## config.mk

```make
export PLATFORM = sky130hd
export DESIGN_NAME = masi_top
export DESIGN_NICKNAME = d
export VERILOG_FILES = /design/src/hdl/masi_pkg.sv /design/src/hdl/masi_top.sv
export VERILOG_INCLUDE_DIRS = /design/src /design/src/hdl
export SDC_FILE = /design/constraint.sdc
export NUM_CORES = 1
export LEC_CHECK = 0
export ABC_AREA = 1
export BUFFER_PORTS_ARGS = -buffer_cell sky130_fd_sc_hd__buf_2
export CORE_ASPECT_RATIO = 1.75
export CORE_MARGIN = 2
export CORE_UTILIZATION = 40
export CTS_CLUSTER_SIZE = 8
export DETAILED_ROUTE_END_ITERATION = 10
export PLACE_DENSITY = 0.69
export SETUP_SLACK_MARGIN = 0.02
export SLEW_MARGIN = 20
export SYNTH_ARGS = -nofsm -noshare
export SYNTH_HDL_FRONTEND = slang
export SYNTH_SLANG_ARGS = --single-unit
```

## constraint.sdc

```tcl
create_clock -name clk -period 12.4 [get_ports clk]
set_input_delay 0 -clock clk [delete_from_list [all_inputs] [get_ports clk]]
set_output_delay 0 -clock clk [all_outputs]
set_load 0.01 [all_outputs]
```

## src/hdl/masi_defs.svh

```systemverilog
`ifndef MASI_DEFS_SVH
`define MASI_DEFS_SVH

// Register byte addresses.
`define MASI_ADDR_W 5
`define MASI_ADDR_CONFIG 5'h00
`define MASI_ADDR_CONTROL 5'h04
`define MASI_ADDR_SUB_STATUS 5'h08
`define MASI_ADDR_EXT_STATUS 5'h0c
`define MASI_ADDR_ENC_COUNT 5'h10
`define MASI_ADDR_HW_COUNT 5'h14
`define MASI_ADDR_LATCH1 5'h18
`define MASI_ADDR_LATCH2 5'h1c

// Widths and reset values.
`define MASI_CFG_W 26
`define MASI_CFG_RESET 26'h0000000
`define MASI_CNT_W 32
`define MASI_NUM_IN 19

// Control register bits, write one to act.
`define MASI_CTL_SD_CLR 0
`define MASI_CTL_CNT_CLR 1

// Index of each pin in the synchronised input vector.
`define MASI_IN_GH 0
`define MASI_IN_EMG 1
`define MASI_IN_LPOL 2
`define MASI_IN_FWD 3
`define MASI_IN_REV 4
`define MASI_IN_SD 5
`define MASI_IN_HOME 6
`define MASI_IN_FAULT 7
`define MASI_IN_TRIG 8
`define MASI_IN_SETTLED 9
`define MASI_IN_CAPTURE 10
`define MASI_IN_INDEX 11
`define MASI_IN_EA 12
`define MASI_IN_EB 13
`define MASI_IN_HA 14
`define MASI_IN_HB 15
`define MASI_IN_HEN 16
`define MASI_IN_GP0 17
`define MASI_IN_GP1 18

// Counting modes of the encoder and handwheel inputs.
`define MASI_MODE_1X 2'h0
`define MASI_MODE_2X 2'h1
`define MASI_MODE_4X 2'h2
`define MASI_MODE_UPDN 2'h3

`endif

```

## src/hdl/masi_pkg.sv

```systemverilog
package masi_pkg;

   typedef struct packed {
      logic jog_mode;
      logic group_halt_drive;
      logic gp1_out;
      logic gp0_out;
      logic gp1_oe;
      logic gp0_oe;
      logic decel_pol;
      logic accel_pol;
      logic gp1_flag;
      logic gp0_flag;
      logic fault_decel;
      logic limit_decel;
      logic hw_rev;
      logic [1:0] hw_mode;
      logic enc_rev;
      logic [1:0] enc_mode;
      logic index_pol;
      logic capture_pol;
      logic settled_pol;
      logic trig_pol;
      logic fault_pol;
      logic home_pol;
      logic sd_latched;
      logic sd_pol;
   } masi_cfg_t;

   typedef struct packed {
      logic [18:0] s1;
      logic [18:0] s2;
      logic [18:0] s3;
      masi_cfg_t cfg;
      logic sd_latch;
      logic [31:0] enc_cnt;
      logic [31:0] hw_cnt;
      logic [31:0] latch1;
      logic [31:0] latch2;
      logic [31:0] rdata;
      logic halt_now;
      logic halt_ramp;
      logic home_edge;
      logic index_edge;
      logic pos_start;
      logic capture_evt;
      logic hw_step;
      logic hw_up;
      logic jog_fwd;
      logic jog_rev;
      logic gp0_o;
      logic gp0_oe;
      logic gp1_o;
      logic gp1_oe;
      logic gh_oe;
   } masi_state_t;

   // Motion core signals that this block supervises.
   typedef struct packed {
      logic start_req;
      logic moving;
      logic dir_fwd;
      logic ramp_up;
      logic ramp_down;
      logic stop_req;
   } masi_motion_t;

endpackage : masi_pkg

```

## src/hdl/masi_top.sv

```systemverilog
// Behaviour
// - Group halt line is driven low on stop and read back to halt motion.
// - No motion may start while the emergency halt input is low.
// - Emergency halt low during motion halts the axis at once.
// - Limit inputs active high when polarity select low, active low when high.
// - Active limit stops only its own direction, immediately or by ramp.
// - Slowdown causes a ramp stop, level or latched, with selectable polarity.
// - Home switch is detected on its active edge, polarity selectable.
// - Active fault input halts the axis immediately or by ramp.
// - Active edge of the position trigger starts a positioning move.
// - Servo settled input is polarity selectable and shown in extension status.
// - Active capture edge stores both position counters.
// - Encoder counts quadrature at 1x, 2x, 4x, or separate up/down pulses.
// - Quadrature counts up when phase A leads, direction reversible by software.
// - Index marker is polarity selectable, edge reported, state shown in status.
// - Handwheel counts quadrature 1x/2x/4x or plus/minus pulses, direction reversible.
// - Handwheel and jog inputs are honoured only while enable_n is low.
// - Pin 0 is general purpose I/O or accelerating flag with selectable polarity.
// - Pin 1 is general purpose I/O or decelerating flag with selectable polarity.
// - Limit, slowdown, home and fault states are readable in sub status word.
//
// The address map and the address-and-strobe port were left to the implementer.
`timescale 1ns/100ps
`include "masi_defs.svh"

module masi_top (
   // Clock, reset and clock enable.
   input wire logic clk,
   input wire logic sys_rst,
   input wire logic ce,
   // Register port.
   input wire logic [`MASI_ADDR_W-1:0] reg_addr,
   input wire logic [31:0] reg_wdata,
   input wire logic reg_wr,
   input wire logic reg_rd,
   output logic [31:0] reg_rdata,
   // Motion core.
   input wire masi_pkg::masi_motion_t motion,
   input wire logic [31:0] counter1,
   input wire logic [31:0] counter2,
   output logic start_grant,
   output logic halt_now,
   output logic halt_ramp,
   output logic home_edge,
   output logic index_edge,
   output logic pos_start,
   output logic capture_evt,
   output logic hw_step,
   output logic hw_up,
   output logic jog_fwd,
   output logic jog_rev,
   // Shared group halt line, active low.
   input wire logic group_halt_line_i,
   output logic group_halt_line_o,
   output logic group_halt_line_oe,
   // Supervision pins.
   input wire logic emergency_halt_in,
   input wire logic limit_polarity_select,
   input wire logic fwd_limit_in,
   input wire logic rev_limit_in,
   input wire logic slowdown_in,
   input wire logic home_switch_in,
   input wire logic fault_in,
   input wire logic position_start_trigger,
   input wire logic servo_settled_in,
   input wire logic counter_capture_in,
   // Encoder and handwheel pins.
   input wire logic encoder_phase_a,
   input wire logic encoder_phase_b,
   input wire logic encoder_index_marker,
   input wire logic handwheel_phase_a,
   input wire logic handwheel_phase_b,
   input wire logic handwheel_enable_n,
   // Dual use pins.
   input wire logic gpio0_or_accel_flag_i,
   output logic gpio0_or_accel_flag_o,
   output logic gpio0_or_accel_flag_oe,
   input wire logic gpio1_or_decel_flag_i,
   output logic gpio1_or_decel_flag_o,
   output logic gpio1_or_decel_flag_oe
);

   masi_pkg::masi_state_t st_reg;
   masi_pkg::masi_state_t st_next;
   logic [`MASI_NUM_IN-1:0] pins;
   logic [`MASI_NUM_IN-1:0] inv;
   logic [`MASI_NUM_IN-1:0] act;
   logic [`MASI_NUM_IN-1:0] act_prev;
   logic [`MASI_NUM_IN-1:0] rise;
   logic [31:0] sub_status_word;
   logic [31:0] extension_status_word;
   logic [1:0] enc_q;
   logic [1:0] hw_q;
   logic hw_enabled;

   assign pins = {gpio1_or_decel_flag_i, gpio0_or_accel_flag_i, handwheel_enable_n, handwheel_phase_b,
                  handwheel_phase_a, encoder_phase_b, encoder_phase_a, encoder_index_marker,
                  counter_capture_in, servo_settled_in, position_start_trigger, fault_in,
                  home_switch_in, slowdown_in, rev_limit_in, fwd_limit_in, limit_polarity_select,
                  emergency_halt_in, group_halt_line_i};

   // A set polarity bit means active high; reset leaves the negative-logic inputs active low.
   always_comb begin
      inv = '0;
      inv[`MASI_IN_GH] = 1'b1;
      inv[`MASI_IN_EMG] = 1'b1;
      inv[`MASI_IN_FWD] = st_reg.s2[`MASI_IN_LPOL];
      inv[`MASI_IN_REV] = st_reg.s2[`MASI_IN_LPOL];
      inv[`MASI_IN_SD] = ~st_reg.cfg.sd_pol;
      inv[`MASI_IN_HOME] = ~st_reg.cfg.home_pol;
      inv[`MASI_IN_FAULT] = ~st_reg.cfg.fault_pol;
      inv[`MASI_IN_TRIG] = ~st_reg.cfg.trig_pol;
      inv[`MASI_IN_SETTLED] = ~st_reg.cfg.settled_pol;
      inv[`MASI_IN_CAPTURE] = ~st_reg.cfg.capture_pol;
      inv[`MASI_IN_INDEX] = ~st_reg.cfg.index_pol;
      inv[`MASI_IN_HEN] = 1'b1;
   end

   // only the second and third stages are read
   genvar gi;
   generate
      for (gi = 0; gi < `MASI_NUM_IN; gi++) begin : g_in
         assign act[gi] = st_reg.s2[gi] ^ inv[gi];
         assign act_prev[gi] = st_reg.s3[gi] ^ inv[gi];
         assign rise[gi] = act[gi] & ~act_prev[gi];
      end
   endgenerate

   // Returns {count enable, count up} for one sample of a two-phase input.
   function automatic logic [1:0] quad_step(input logic [1:0] mode, input logic pa, input logic pb,
                                            input logic a, input logic b);
      logic ca;
      logic cb;
      logic en;
      logic up;
      ca = a ^ pa;
      cb = b ^ pb;
      up = a ^ pb;
      case (mode)
         `MASI_MODE_1X: en = ca & ~cb & ~b;
         `MASI_MODE_2X: en = ca & ~cb;
         `MASI_MODE_4X: en = ca ^ cb;
         default: begin
            en = (a & ~pa) ^ (b & ~pb);
            up = a & ~pa;
         end
      endcase
      return {en, up};
   endfunction

   // phase A leading counts up, reversal flips it
   always_comb begin
      enc_q = quad_step(st_reg.cfg.enc_mode, st_reg.s3[`MASI_IN_EA], st_reg.s3[`MASI_IN_EB],
                        st_reg.s2[`MASI_IN_EA], st_reg.s2[`MASI_IN_EB]);
      enc_q[0] = enc_q[0] ^ st_reg.cfg.enc_rev;
      hw_q = quad_step(st_reg.cfg.hw_mode, st_reg.s3[`MASI_IN_HA], st_reg.s3[`MASI_IN_HB],
                       st_reg.s2[`MASI_IN_HA], st_reg.s2[`MASI_IN_HB]);
      hw_q[0] = hw_q[0] ^ st_reg.cfg.hw_rev;
   end

   assign hw_enabled = act[`MASI_IN_HEN];

   assign sub_status_word = {26'h0000000, st_reg.sd_latch, act[`MASI_IN_FAULT], act[`MASI_IN_HOME],
                             act[`MASI_IN_SD], act[`MASI_IN_REV], act[`MASI_IN_FWD]};
   assign extension_status_word = {23'h000000, hw_enabled, st_reg.s2[`MASI_IN_GP1], st_reg.s2[`MASI_IN_GP0],
                                   act[`MASI_IN_INDEX], act[`MASI_IN_CAPTURE], act[`MASI_IN_SETTLED],
                                   act[`MASI_IN_TRIG], act[`MASI_IN_EMG], act[`MASI_IN_GH]};

   assign start_grant = motion.start_req & ~act[`MASI_IN_EMG];

   always_comb begin
      logic lim_hit;
      logic sd_hit;
      logic wr_ctl;
      logic own_halt;
      lim_hit = 1'b0;
      sd_hit = 1'b0;
      wr_ctl = 1'b0;
      own_halt = 1'b0;
      st_next = st_reg;
      st_next.s1 = pins;
      st_next.s2 = st_reg.s1;
      st_next.s3 = st_reg.s2;
      wr_ctl = reg_wr && (reg_addr == `MASI_ADDR_CONTROL);
      if (reg_wr && (reg_addr == `MASI_ADDR_CONFIG)) begin
         st_next.cfg = reg_wdata[`MASI_CFG_W-1:0];
      end
      // latched slowdown, a new edge wins over a clear
      if (wr_ctl && reg_wdata[`MASI_CTL_SD_CLR]) begin
         st_next.sd_latch = 1'b0;
      end
      if (rise[`MASI_IN_SD] && st_reg.cfg.sd_latched) begin
         st_next.sd_latch = 1'b1;
      end
      sd_hit = st_reg.cfg.sd_latched ? st_reg.sd_latch : act[`MASI_IN_SD];
      // limit stops the matching direction only
      lim_hit = motion.moving & ((motion.dir_fwd & act[`MASI_IN_FWD]) | (~motion.dir_fwd & act[`MASI_IN_REV]));
      // emergency and group halt stop at once
      own_halt = motion.moving & (act[`MASI_IN_EMG] | (lim_hit & ~st_reg.cfg.limit_decel) |
                 (act[`MASI_IN_FAULT] & ~st_reg.cfg.fault_decel));
      st_next.halt_now = own_halt | (motion.moving & act[`MASI_IN_GH]);
      st_next.halt_ramp = motion.moving & (sd_hit | (lim_hit & st_reg.cfg.limit_decel) |
                          (act[`MASI_IN_FAULT] & st_reg.cfg.fault_decel));
      st_next.home_edge = rise[`MASI_IN_HOME];
      st_next.index_edge = rise[`MASI_IN_INDEX];
      st_next.pos_start = rise[`MASI_IN_TRIG] & ~act[`MASI_IN_EMG];
      st_next.capture_evt = rise[`MASI_IN_CAPTURE];
      if (rise[`MASI_IN_CAPTURE]) begin
         st_next.latch1 = counter1;
         st_next.latch2 = counter2;
      end
      if (wr_ctl && reg_wdata[`MASI_CTL_CNT_CLR]) begin
         st_next.enc_cnt = '0;
         st_next.hw_cnt = '0;
      end else begin
         if (enc_q[1]) begin
            st_next.enc_cnt = enc_q[0] ? st_reg.enc_cnt + 32'h00000001 : st_reg.enc_cnt - 32'h00000001;
         end
         if (hw_q[1] && hw_enabled && !st_reg.cfg.jog_mode) begin
            st_next.hw_cnt = hw_q[0] ? st_reg.hw_cnt + 32'h00000001 : st_reg.hw_cnt - 32'h00000001;
         end
      end
      st_next.hw_step = hw_q[1] & hw_enabled & ~st_reg.cfg.jog_mode;
      st_next.hw_up = hw_q[0];
      // Jog switches share the handwheel pins and are read as plain levels.
      st_next.jog_fwd = hw_enabled & st_reg.cfg.jog_mode & st_reg.s2[`MASI_IN_HA];
      st_next.jog_rev = hw_enabled & st_reg.cfg.jog_mode & st_reg.s2[`MASI_IN_HB];
      st_next.gp0_oe = st_reg.cfg.gp0_flag | st_reg.cfg.gp0_oe;
      st_next.gp0_o = st_reg.cfg.gp0_flag ? (motion.ramp_up ^ ~st_reg.cfg.accel_pol) : st_reg.cfg.gp0_out;
      st_next.gp1_oe = st_reg.cfg.gp1_flag | st_reg.cfg.gp1_oe;
      st_next.gp1_o = st_reg.cfg.gp1_flag ? (motion.ramp_down ^ ~st_reg.cfg.decel_pol) : st_reg.cfg.gp1_out;
      // pull the shared line low on a stop request, or on an own immediate halt when group_halt_drive is set
      // A halt caused by the shared line itself must not drive it, or the line would hold itself low forever.
      st_next.gh_oe = motion.stop_req | (st_reg.cfg.group_halt_drive & own_halt);
      st_next.rdata = 32'h00000000;
      if (reg_rd) begin
         case (reg_addr)
            `MASI_ADDR_CONFIG: st_next.rdata = {6'h00, st_reg.cfg};
            `MASI_ADDR_SUB_STATUS: st_next.rdata = sub_status_word;
            `MASI_ADDR_EXT_STATUS: st_next.rdata = extension_status_word;
            `MASI_ADDR_ENC_COUNT: st_next.rdata = st_reg.enc_cnt;
            `MASI_ADDR_HW_COUNT: st_next.rdata = st_reg.hw_cnt;
            `MASI_ADDR_LATCH1: st_next.rdata = st_reg.latch1;
            `MASI_ADDR_LATCH2: st_next.rdata = st_reg.latch2;
            default: st_next.rdata = 32'h00000000;
         endcase
      end
   end

   // Holding ce low freezes synchronisers too, so a short pin pulse during a freeze is missed.
   always_ff @(posedge clk or posedge sys_rst) begin
      if (sys_rst) begin
         st_reg <= '0;
      end else if (ce) begin
         st_reg <= st_next;
      end
   end

   assign reg_rdata = st_reg.rdata;
   assign halt_now = st_reg.halt_now;
   assign halt_ramp = st_reg.halt_ramp;
   assign home_edge = st_reg.home_edge;
   assign index_edge = st_reg.index_edge;
   assign pos_start = st_reg.pos_start;
   assign capture_evt = st_reg.capture_evt;
   assign hw_step = st_reg.hw_step;
   assign hw_up = st_reg.hw_up;
   assign jog_fwd = st_reg.jog_fwd;
   assign jog_rev = st_reg.jog_rev;
   assign group_halt_line_o = 1'b0;
   assign group_halt_line_oe = st_reg.gh_oe;
   assign gpio0_or_accel_flag_o = st_reg.gp0_o;
   assign gpio0_or_accel_flag_oe = st_reg.gp0_oe;
   assign gpio1_or_decel_flag_o = st_reg.gp1_o;
   assign gpio1_or_decel_flag_oe = st_reg.gp1_oe;

   function automatic logic latch_ok(input logic [31:0] have, input logic [31:0] want);
      return have == want;
   endfunction
endmodule // masi_top

```

Yosys cells after proc, flatten, opt, wreduce, memory -nomap -nowiden
Index checks and enable logic that the tools add are counted.

cells by class
  add/subtract/negate cells = 4
  equal/unequal tests = 11
  muxes and demuxes = 16
  bitwise logic cells = 97
  reduce and logical (&&, ||, !) cells = 21

operators by type and width
  kind                   count
  $pmux 32 s7            1
  $mux 32                5
  $add 32x1->32 const B  2
  $mux 64                1
  $sub 32x1->32 const B  2
  $and 1x1->1            31
  $not 1->1              29
  $xor 1x1->1            28
  $eq 5x5->1 const B     4
  $eq 5x4->1 const B     2
  $reduce_and 2->1       5
  $or 1x1->1             9
  $logic_and 1x1->1      7
  $mux 1                 7
  $pmux 1 s3             2
  $reduce_bool 2->1      3
  $reduce_or 3->1        2
  $eq 5x3->1 const B     1
  $logic_not 5->1        1
  $eq 2x1->1 const B     2
  $eq 2x2->1 const B     2
  $logic_not 2->1        2
  $logic_not 1->1        1

storage, ports and cells
  register bits = 256
  bits of input ports = 131
  output and inout bits = 49
  logic and storage cells = 197

Logic depth before layout (Yosys ltp)
Gate-level depths: netlist of run 1.

  depth in word-level cells = 10
  gate-level depth with buffers = 21
  mapped depth without buffers = 21

Worst setup path after synthesis of run 1
No wires, ideal clock.

  kind = flip-flop to flip-flop
  start = register st_reg (netlist bit act[14])
  end = register st_reg[142] (netlist bit)
  setup time = 0.118 ns
  arrival time = 2.480 ns
  required time = 12.282 ns
  slack = 9.802 ns
  stages on the path, launching flop included = 20
  path buffers = 3
  period minus slack after synthesis = 2.598 ns
  path through = dfrtp_1 -> ha_1 -> inv_1 -> nand2_2 -> nand3_1 -> nand2_1 -> buf_6 -> buf_6 -> buf_6 -> ha_1 -> inv_1 -> nor2_1 -> nand2_1 -> nor2_1 -> and2_1 -> nand2_1 -> nand2_1 -> nand2_1 -> nand3_1 -> nand2_1

on the way
  cells in the longest elaborated chain, start to end = 8
  elaborated cells on any way between the ends = 17
  those cells by class = mux (5); bitwise (8); reduce/logical (4)

ends and longest elaborated chain
  what                             line                              text
  start: declaration               masi_top.sv:83                    masi_pkg::masi_state_t st_reg;
  start signal: assignment         masi_top.sv:255                   st_reg <= st_next;
  $xor 1x1->1                      masi_top.sv:136                   ca = a ^ pa;
  $and 1x1->1                      masi_top.sv:140, masi_top.sv:141
  $and 1x1->1                      masi_top.sv:140                   `MASI_MODE_1X: en = ca & ~cb & ~b;
  $pmux 1 s3                       masi_top.sv:139                   case (mode)
  $logic_and 1x1->1 (2 in series)  masi_top.sv:219                   if (hw_q[1] && hw_enabled && !st_reg.cfg.jog_mode) begin
  $reduce_bool 2->1 (no line)      n/a
  $reduce_and 2->1 (no line)       n/a

Several ways; a longest one is shown, not always the timed one. The select of a mux whose other input is x is not followed.
A chain may end at the register's enable or synchronous reset.

Final worst setup path of run 1
  start = register st_reg (netlist bit act[12])
  end = register st_reg[147] (netlist bit)

on the way
  cells in the longest elaborated chain, start to end = 6
  elaborated cells on any way between the ends = 15
  those cells by class = mux (5); bitwise (8); reduce/logical (2)

ends and longest elaborated chain
  what                                                           line
  $xor 1x1->1, or another cell as far along                      masi_top.sv:136
  $and 1x1->1 / $mux 1 (equally long branches)                   masi_top.sv:140, masi_top.sv:141, masi_top.sv:139
  $and 1x1->1 / $xor 1x1->1 (equally long branches)              masi_top.sv:140, masi_top.sv:155
  $pmux 1 s3 / $mux 32 (equally long branches)                   masi_top.sv:139, masi_top.sv:217
  $reduce_bool 2->1 (no line) / $mux 32 (equally long branches)  n/a
  $reduce_and 2->1 (no line) / $mux 64 (equally long branches)   n/a

Several ways; a longest one is shown, not always the timed one. The select of a mux whose other input is x is not followed.

==> results of run 1 <==
[worst reg2reg max path, cell delays in order, from the launching register on]
cell	delay (ns)
dfrtp_1	0.40
ha_1	0.29
inv_1	0.04
ha_1	0.28
o221ai_1	0.30
nor2_1	0.12
nor2_4	0.40
nand2_1	0.37
inv_1	0.81
o21ai_0	0.23
o22ai_1	0.16
[final cells by class]
type	instances	area [µm²]
tap	475	594
timing repair buffer	319	2300
clock inverter	3	68.8
clock buffer	39	955
antenna	2	5.00
fill	3428	18600
inverter	257	972
sequential	249	6230
multi-input combinational	1460	7190
[kinds of logic after synthesis]
group,count (synthesis),synth area share (%)
simple gates,986,27.2
compound gates,421,16.7
buf+inv,368,10.8
flops,249,41.6
xor+xnor,20,1.17
mux,20,1.50
fa+ha+maj,12,1.00
other cells,1,0.0250
[what timing repair did]
item,CTS,global route
gates resized for setup,0,0
hold endpoints to repair,232,0
hold buffers,134,0
[metal layers]
metal	wire length [µm]	vias to the layer above	track usage, %
met5	0	-	0
met4	3330	0	16.1
met3	2930	164	3.96
met2	28700	576	51.0
met1	19700	7296	30.5
li1	-	7256	-
[cell usage in the layout (no fill, tap or decap), types with 8 or more instances in the layout]
| cell type | instances |
|---|---|
| nand2_1 | 614 |
| inv_1 | 252 |
| dfrtp_1 | 249 |
| buf_2 | 172 |
| nor2_1 | 168 |
| o21ai_0 | 152 |
| dlygate4sd3_1 | 134 |
| nand3_1 | 127 |
| a21oi_1 | 94 |
| o22ai_1 | 62 |
| o41ai_1 | 47 |
| clkbuf_16 | 38 |
| nand2_2 | 27 |
| mux2_2 | 20 |
| o21ai_1 | 17 |
| a211oi_1 | 17 |
| buf_4 | 13 |
| xor2_1 | 12 |
| and2_1 | 12 |
| ha_1 | 12 |
| nor2_2 | 8 |
| xnor2_1 | 8 |
[power groups by stage]
stage,Combinational (mW),Clock (mW),Sequential (mW)
after floorplan,1.16,0,1.19
after global placement,1.55,0,1.26
after detailed placement,1.57,0,1.27
after CTS,1.61,0.933,1.26
after global routing,1.82,0.963,1.29
final,1.64,0.919,1.27
[stage by stage]
stage / instance area, µm² / total power [mW]
3_5_place_dp: 15900 / 2.83
6_report: 18300 / 3.83
5_1_grt: 18300 / 4.08
2_1_floorplan: 15000 / 2.35
3_3_place_gp: 15900 / 2.80
4_1_cts: 18300 / 3.80
[final timing paths]
kind / to / cells past startpoint / slack (ns) / start
min reg2reg: st_next[234] / 2 / 0.47 / st_next[234]
min: reg_rdata[27] / 6 / 0.03 / reg_addr[0]
max reg2reg: st_reg[147] / 10 / 8.89 / act[12]
max: st_reg[147] / 10 / 8.89 / act[12]
max in group asynchronous: st_next[230] / 5 / 9.93 / sys_rst
min in group asynchronous: st_reg[59] / 3 / 0.16 / sys_rst
==> run summary, run 1 <==
status: finished clean
CP delay by family, top: simple AND/OR/NAND/NOR gates
IO Pins: 180
syn_nets: 2220
max reg flops: 160
Pwr Density: 209 nW/µm²
Longest Clk Path Bufs: 3
pin count of the biggest net entering global routing: 106
CTS Buf Count: 37
EDFF count, synth: 0
CP required: 12.84 ns
Yosys top cell area share: 41.6%
Slowest cell on crit path: inv_1
leading area contributor after synthesis: dfrtp_1
Buf+Inv Stages, Crit Path: 2
Worst-Margin Slew: 1.07 ns
switching fraction of total power: 45.6%
CTS sink count: 249
Tcrit/Tclk final: 28.3%
library cells used by synthesis: 49
Synth area leaders: dfrtp_1 42%, nand2_1 15%, inv_1 6.4%
Main synth FF type: dfrtp_1
Routed WL: 54.7 mm
CP endpoint kind: register
Worst-path clk slew: 0.06 ns
share of layout cells above drive strength 1: 13.0%
RSZ-0062 raised after global routing: no
top-count cell post-synth: nand2_1
Mapped Cells: 2077
non-filler instance count after layout: 2804
setup TNS: 0 ns
post-CTS setup buffer count: 0
Yosys reg bits: 249
asr flop ratio synth: 100%
Period minus WS final: 3.51 ns
final setup skew: 0.0270 ns
drt first pass iters: 5
# setup viols final: 0
Rel. slew slack: 28.4%
Seq/Total Area, Yosys: 41.6%
vias in the first global route: 15400
startpoint types: register
grt ovf: 0
setup ws final: 8.89 ns
dpl hpwl: 38.9 mm
Logic pwr share: 42.8%
die area: 39100 µm²
area delta synth->final: 22.2%
port bufs: 172
FP Rows: 93
critical path type: reg2reg
Lkg Pwr: 9.19 nW
Starting Density: 40.6%
DRT iter0 DRCs: 1015
Skew-Pair Late Insertion Delay: 0.54 ns
dpl ws: 8.82 ns
crit-path max FO: 24
cell total after placement: 2626
CTS tree: done
arrival time of the worst setup path: 3.95 ns
initial antenna violation count: 2
Die H: 260 µm
first-pass GRT wire length: 84.3 mm
Reg power frac: 33.2%
Ys Warns: 0
top cells by count, synth: 615 x nand2_1, 254 x inv_1, 249 x dfrtp_1
Max Clock Freq: 0.285 GHz
crit-path cells: ha_1 > inv_1 > ha_1 > o221ai_1 > nor2_1 > nor2_4 > nand2_1 > inv_1 > o21ai_0 > o22ai_1
total core area: 36900 µm²
wire per inst: 19.5 µm
post-layout util: 49.7%
DRT antenna net count: 0
Clk network pwr share: 24.0%
Min-Delay Path Class: in2reg
Root Buffer: clkbuf_16
Post-route DRC: 0
GR Util All Layers: 28.0%
Max-Cap Viols: 0
crit-path max cell delay: 0.81 ns
Slew Limit Fails: 0
Peak supply drop: 0.158 mV
Hold Fails Final Rpt: 0
Vias: 15300
syn_area_per_cell: 7.22 µm²
placer congestion estimate: 1.00
Netlist Area Pre-Place: 15000 µm²
post-DR vias/cell: 5.45
Net Sw Power: 1.74 mW
H-Tree Depth: 2
nets: 2467
hold_ws: 0.0276 ns
Die Span X: 150 µm
internal power: 2.08 mW
Note: power is estimated with default switching activity, not from simulation.
==> run 2, diff against run 1 <==
Settings changed: PLACE_DENSITY 0.69 to 0.72.
Clock period 12.4 ns to 2.9 ns, I/O delays scaled along.
==> run summary, run 2 (synthesis results as in run 1) <==
max reg flops: 160
die area: 39100 µm²
Hold Fails Final Rpt: 0
hold_ws: 0.0757 ns
CP most frequent cell: nand2_1
# fillers: 3439
Longest Clk Path Bufs: 3
port bufs: 172
nets: 2507
final setup skew: 0.0216 ns
sequential cell area: 6230 µm²
grt ovf: 0
most frequent cells in the layout: 611 x nand2_1, 252 x inv_1, 249 x dfrtp_1
Period minus WS final: 2.78 ns
Pwr Density: 895 nW/µm²
critical path type: reg2reg
Peak supply drop: 0.568 mV
Max Clock Freq: 0.359 GHz
Vias: 15700
Buf+Inv Stages, Crit Path: 1
area delta synth->final: 24.5%
FP Rows: 93
crit-path cells: ha_1 > or2_4 > nand3_2 > nand2_8 > buf_4 > nand2_1 > nand2_1 > nor2_1 > nand2_1 > o21ai_0 > a21oi_1 > nand2_1 > nand2_1 > nand3_1 > nand2_1
pin count of the biggest net entering global routing: 71
CP endpoint kind: register
crit-path max FO: 16
Slew Limit Fails: 0
IO Pins: 180
post-DR vias/cell: 5.51
overall power: 16.7 mW
first-pass GRT wire length: 85.0 mm
share of layout cells above drive strength 1: 15.1%
Worst-path clk slew: 0.05 ns
CP delay by family, top: simple AND/OR/NAND/NOR gates
DRT iter0 DRCs: 1110
Starting Density: 40.6%
Multi-input gate area: 7230 µm²
CP required: 3.32 ns
arrival time of the worst setup path: 3.20 ns
startpoint types: register
total core area: 36900 µm²
crit-path max cell delay: 0.40 ns
DRT antenna net count: 0
Post-route DRC: 0
Slowest cell on crit path: dfrtp_1
vias in the first global route: 16200
DP Area: 16400 µm²
Rel. slew slack: 44.3%
Max-Cap Viols: 0
H-Tree Depth: 2
wire per inst: 19.2 µm
setup ws final: 0.116 ns
status: finished clean
dpl hpwl: 38.8 mm
CTS sink count: 249
Root Buffer: clkbuf_16
CTS tree: done
post-layout util: 50.6%
Lkg Pwr: 9.41 nW
Die Span X: 150 µm
CTS Buf Count: 37
placer congestion estimate: 0.932
Tcrit/Tclk final: 96.0%
commonest non-fill, non-tap cell in the layout: nand2_1
dpl ws: 0.146 ns
Final Cell Area: 18700 µm²
Routed WL: 54.7 mm
# setup viols final: 0
Worst-Margin Slew: 0.824 ns
Min-Delay Path Class: in2async
RSZ-0062 raised after global routing: no
drt first pass iters: 7
Die H: 260 µm
initial antenna violation count: 2
Skew-Pair Late Insertion Delay: 0.54 ns
GR Util All Layers: 28.0%
-- run 2: final timing paths --
check                                   from           end  slack, ns  cells past startpoint
worst max-delay path                 act[12]   st_reg[169]       0.12                     15
worst min-delay path                 sys_rst   st_reg[114]       0.08                      3
worst max register to register       act[12]   st_reg[169]       0.12                     15
worst min register to register  st_next[238]  st_next[238]       0.47                      2
max in group asynchronous            sys_rst    st_reg[90]       1.94                      4
min in group clk                 reg_addr[0]   st_reg[182]       0.08                      6
-- run 2: tightest hold or removal path: cells and delay by family --
kind     cells  cell delay, ns
buf+inv      3            1.03
-- run 2: metal layers --
| layer | part of all wire [%] | routed length [µm] | vias to the layer above | GRT usage [%] |
|---|---|---|---|---|
| met2 | 50 | 27500 | 725 | 49.1 |
| li1 | - | - | 7335 | - |
| met3 | 5.4 | 2930 | 249 | 3.68 |
| met1 | 35 | 19300 | 7351 | 29.7 |
| met5 | 0 | 0 | - | 0 |
| met4 | 9.0 | 4950 | 0 | 22.5 |
-- run 2: what timing repair did --
action | in CTS | in global routing
resized for setup | 0 | 15
setup endpoints to repair | 0 | 25
hold buffers | 125 | 0
buffers inserted | 0 | 0
hold endpoints to repair | 258 | 0
-- run 2: report_power, final --
part	total (mW)	leakage [nW]	switching, mW	internal (mW)
registers	5.47	3.02	1.11	4.36
logic	7.40	5.93	4.83	2.57
clock network	3.83	0.470	1.58	2.25
-- run 2: cell type report --
| cell class | count | share of cell area (%) |
|---|---|---|
| Clock inverter | 3 | 0.141 |
| Clock buffer | 38 | 4.98 |
| Timing Repair Buffer | 359 | 14.3 |
| Antenna cell | 3 | 0.0402 |
| Sequential cell | 249 | 33.4 |
| Multi-Input combinational cell | 1460 | 38.7 |
| Inverter | 257 | 5.19 |
| Tap cell | 475 | 3.19 |
-- run 2: stage by stage --
stage,TNS [ns],instances
floorplan,-93.05,2077
global placement,0,2675
detailed placement,0,2675
CTS,0,2841
global route,0,2843
finish,0,2844
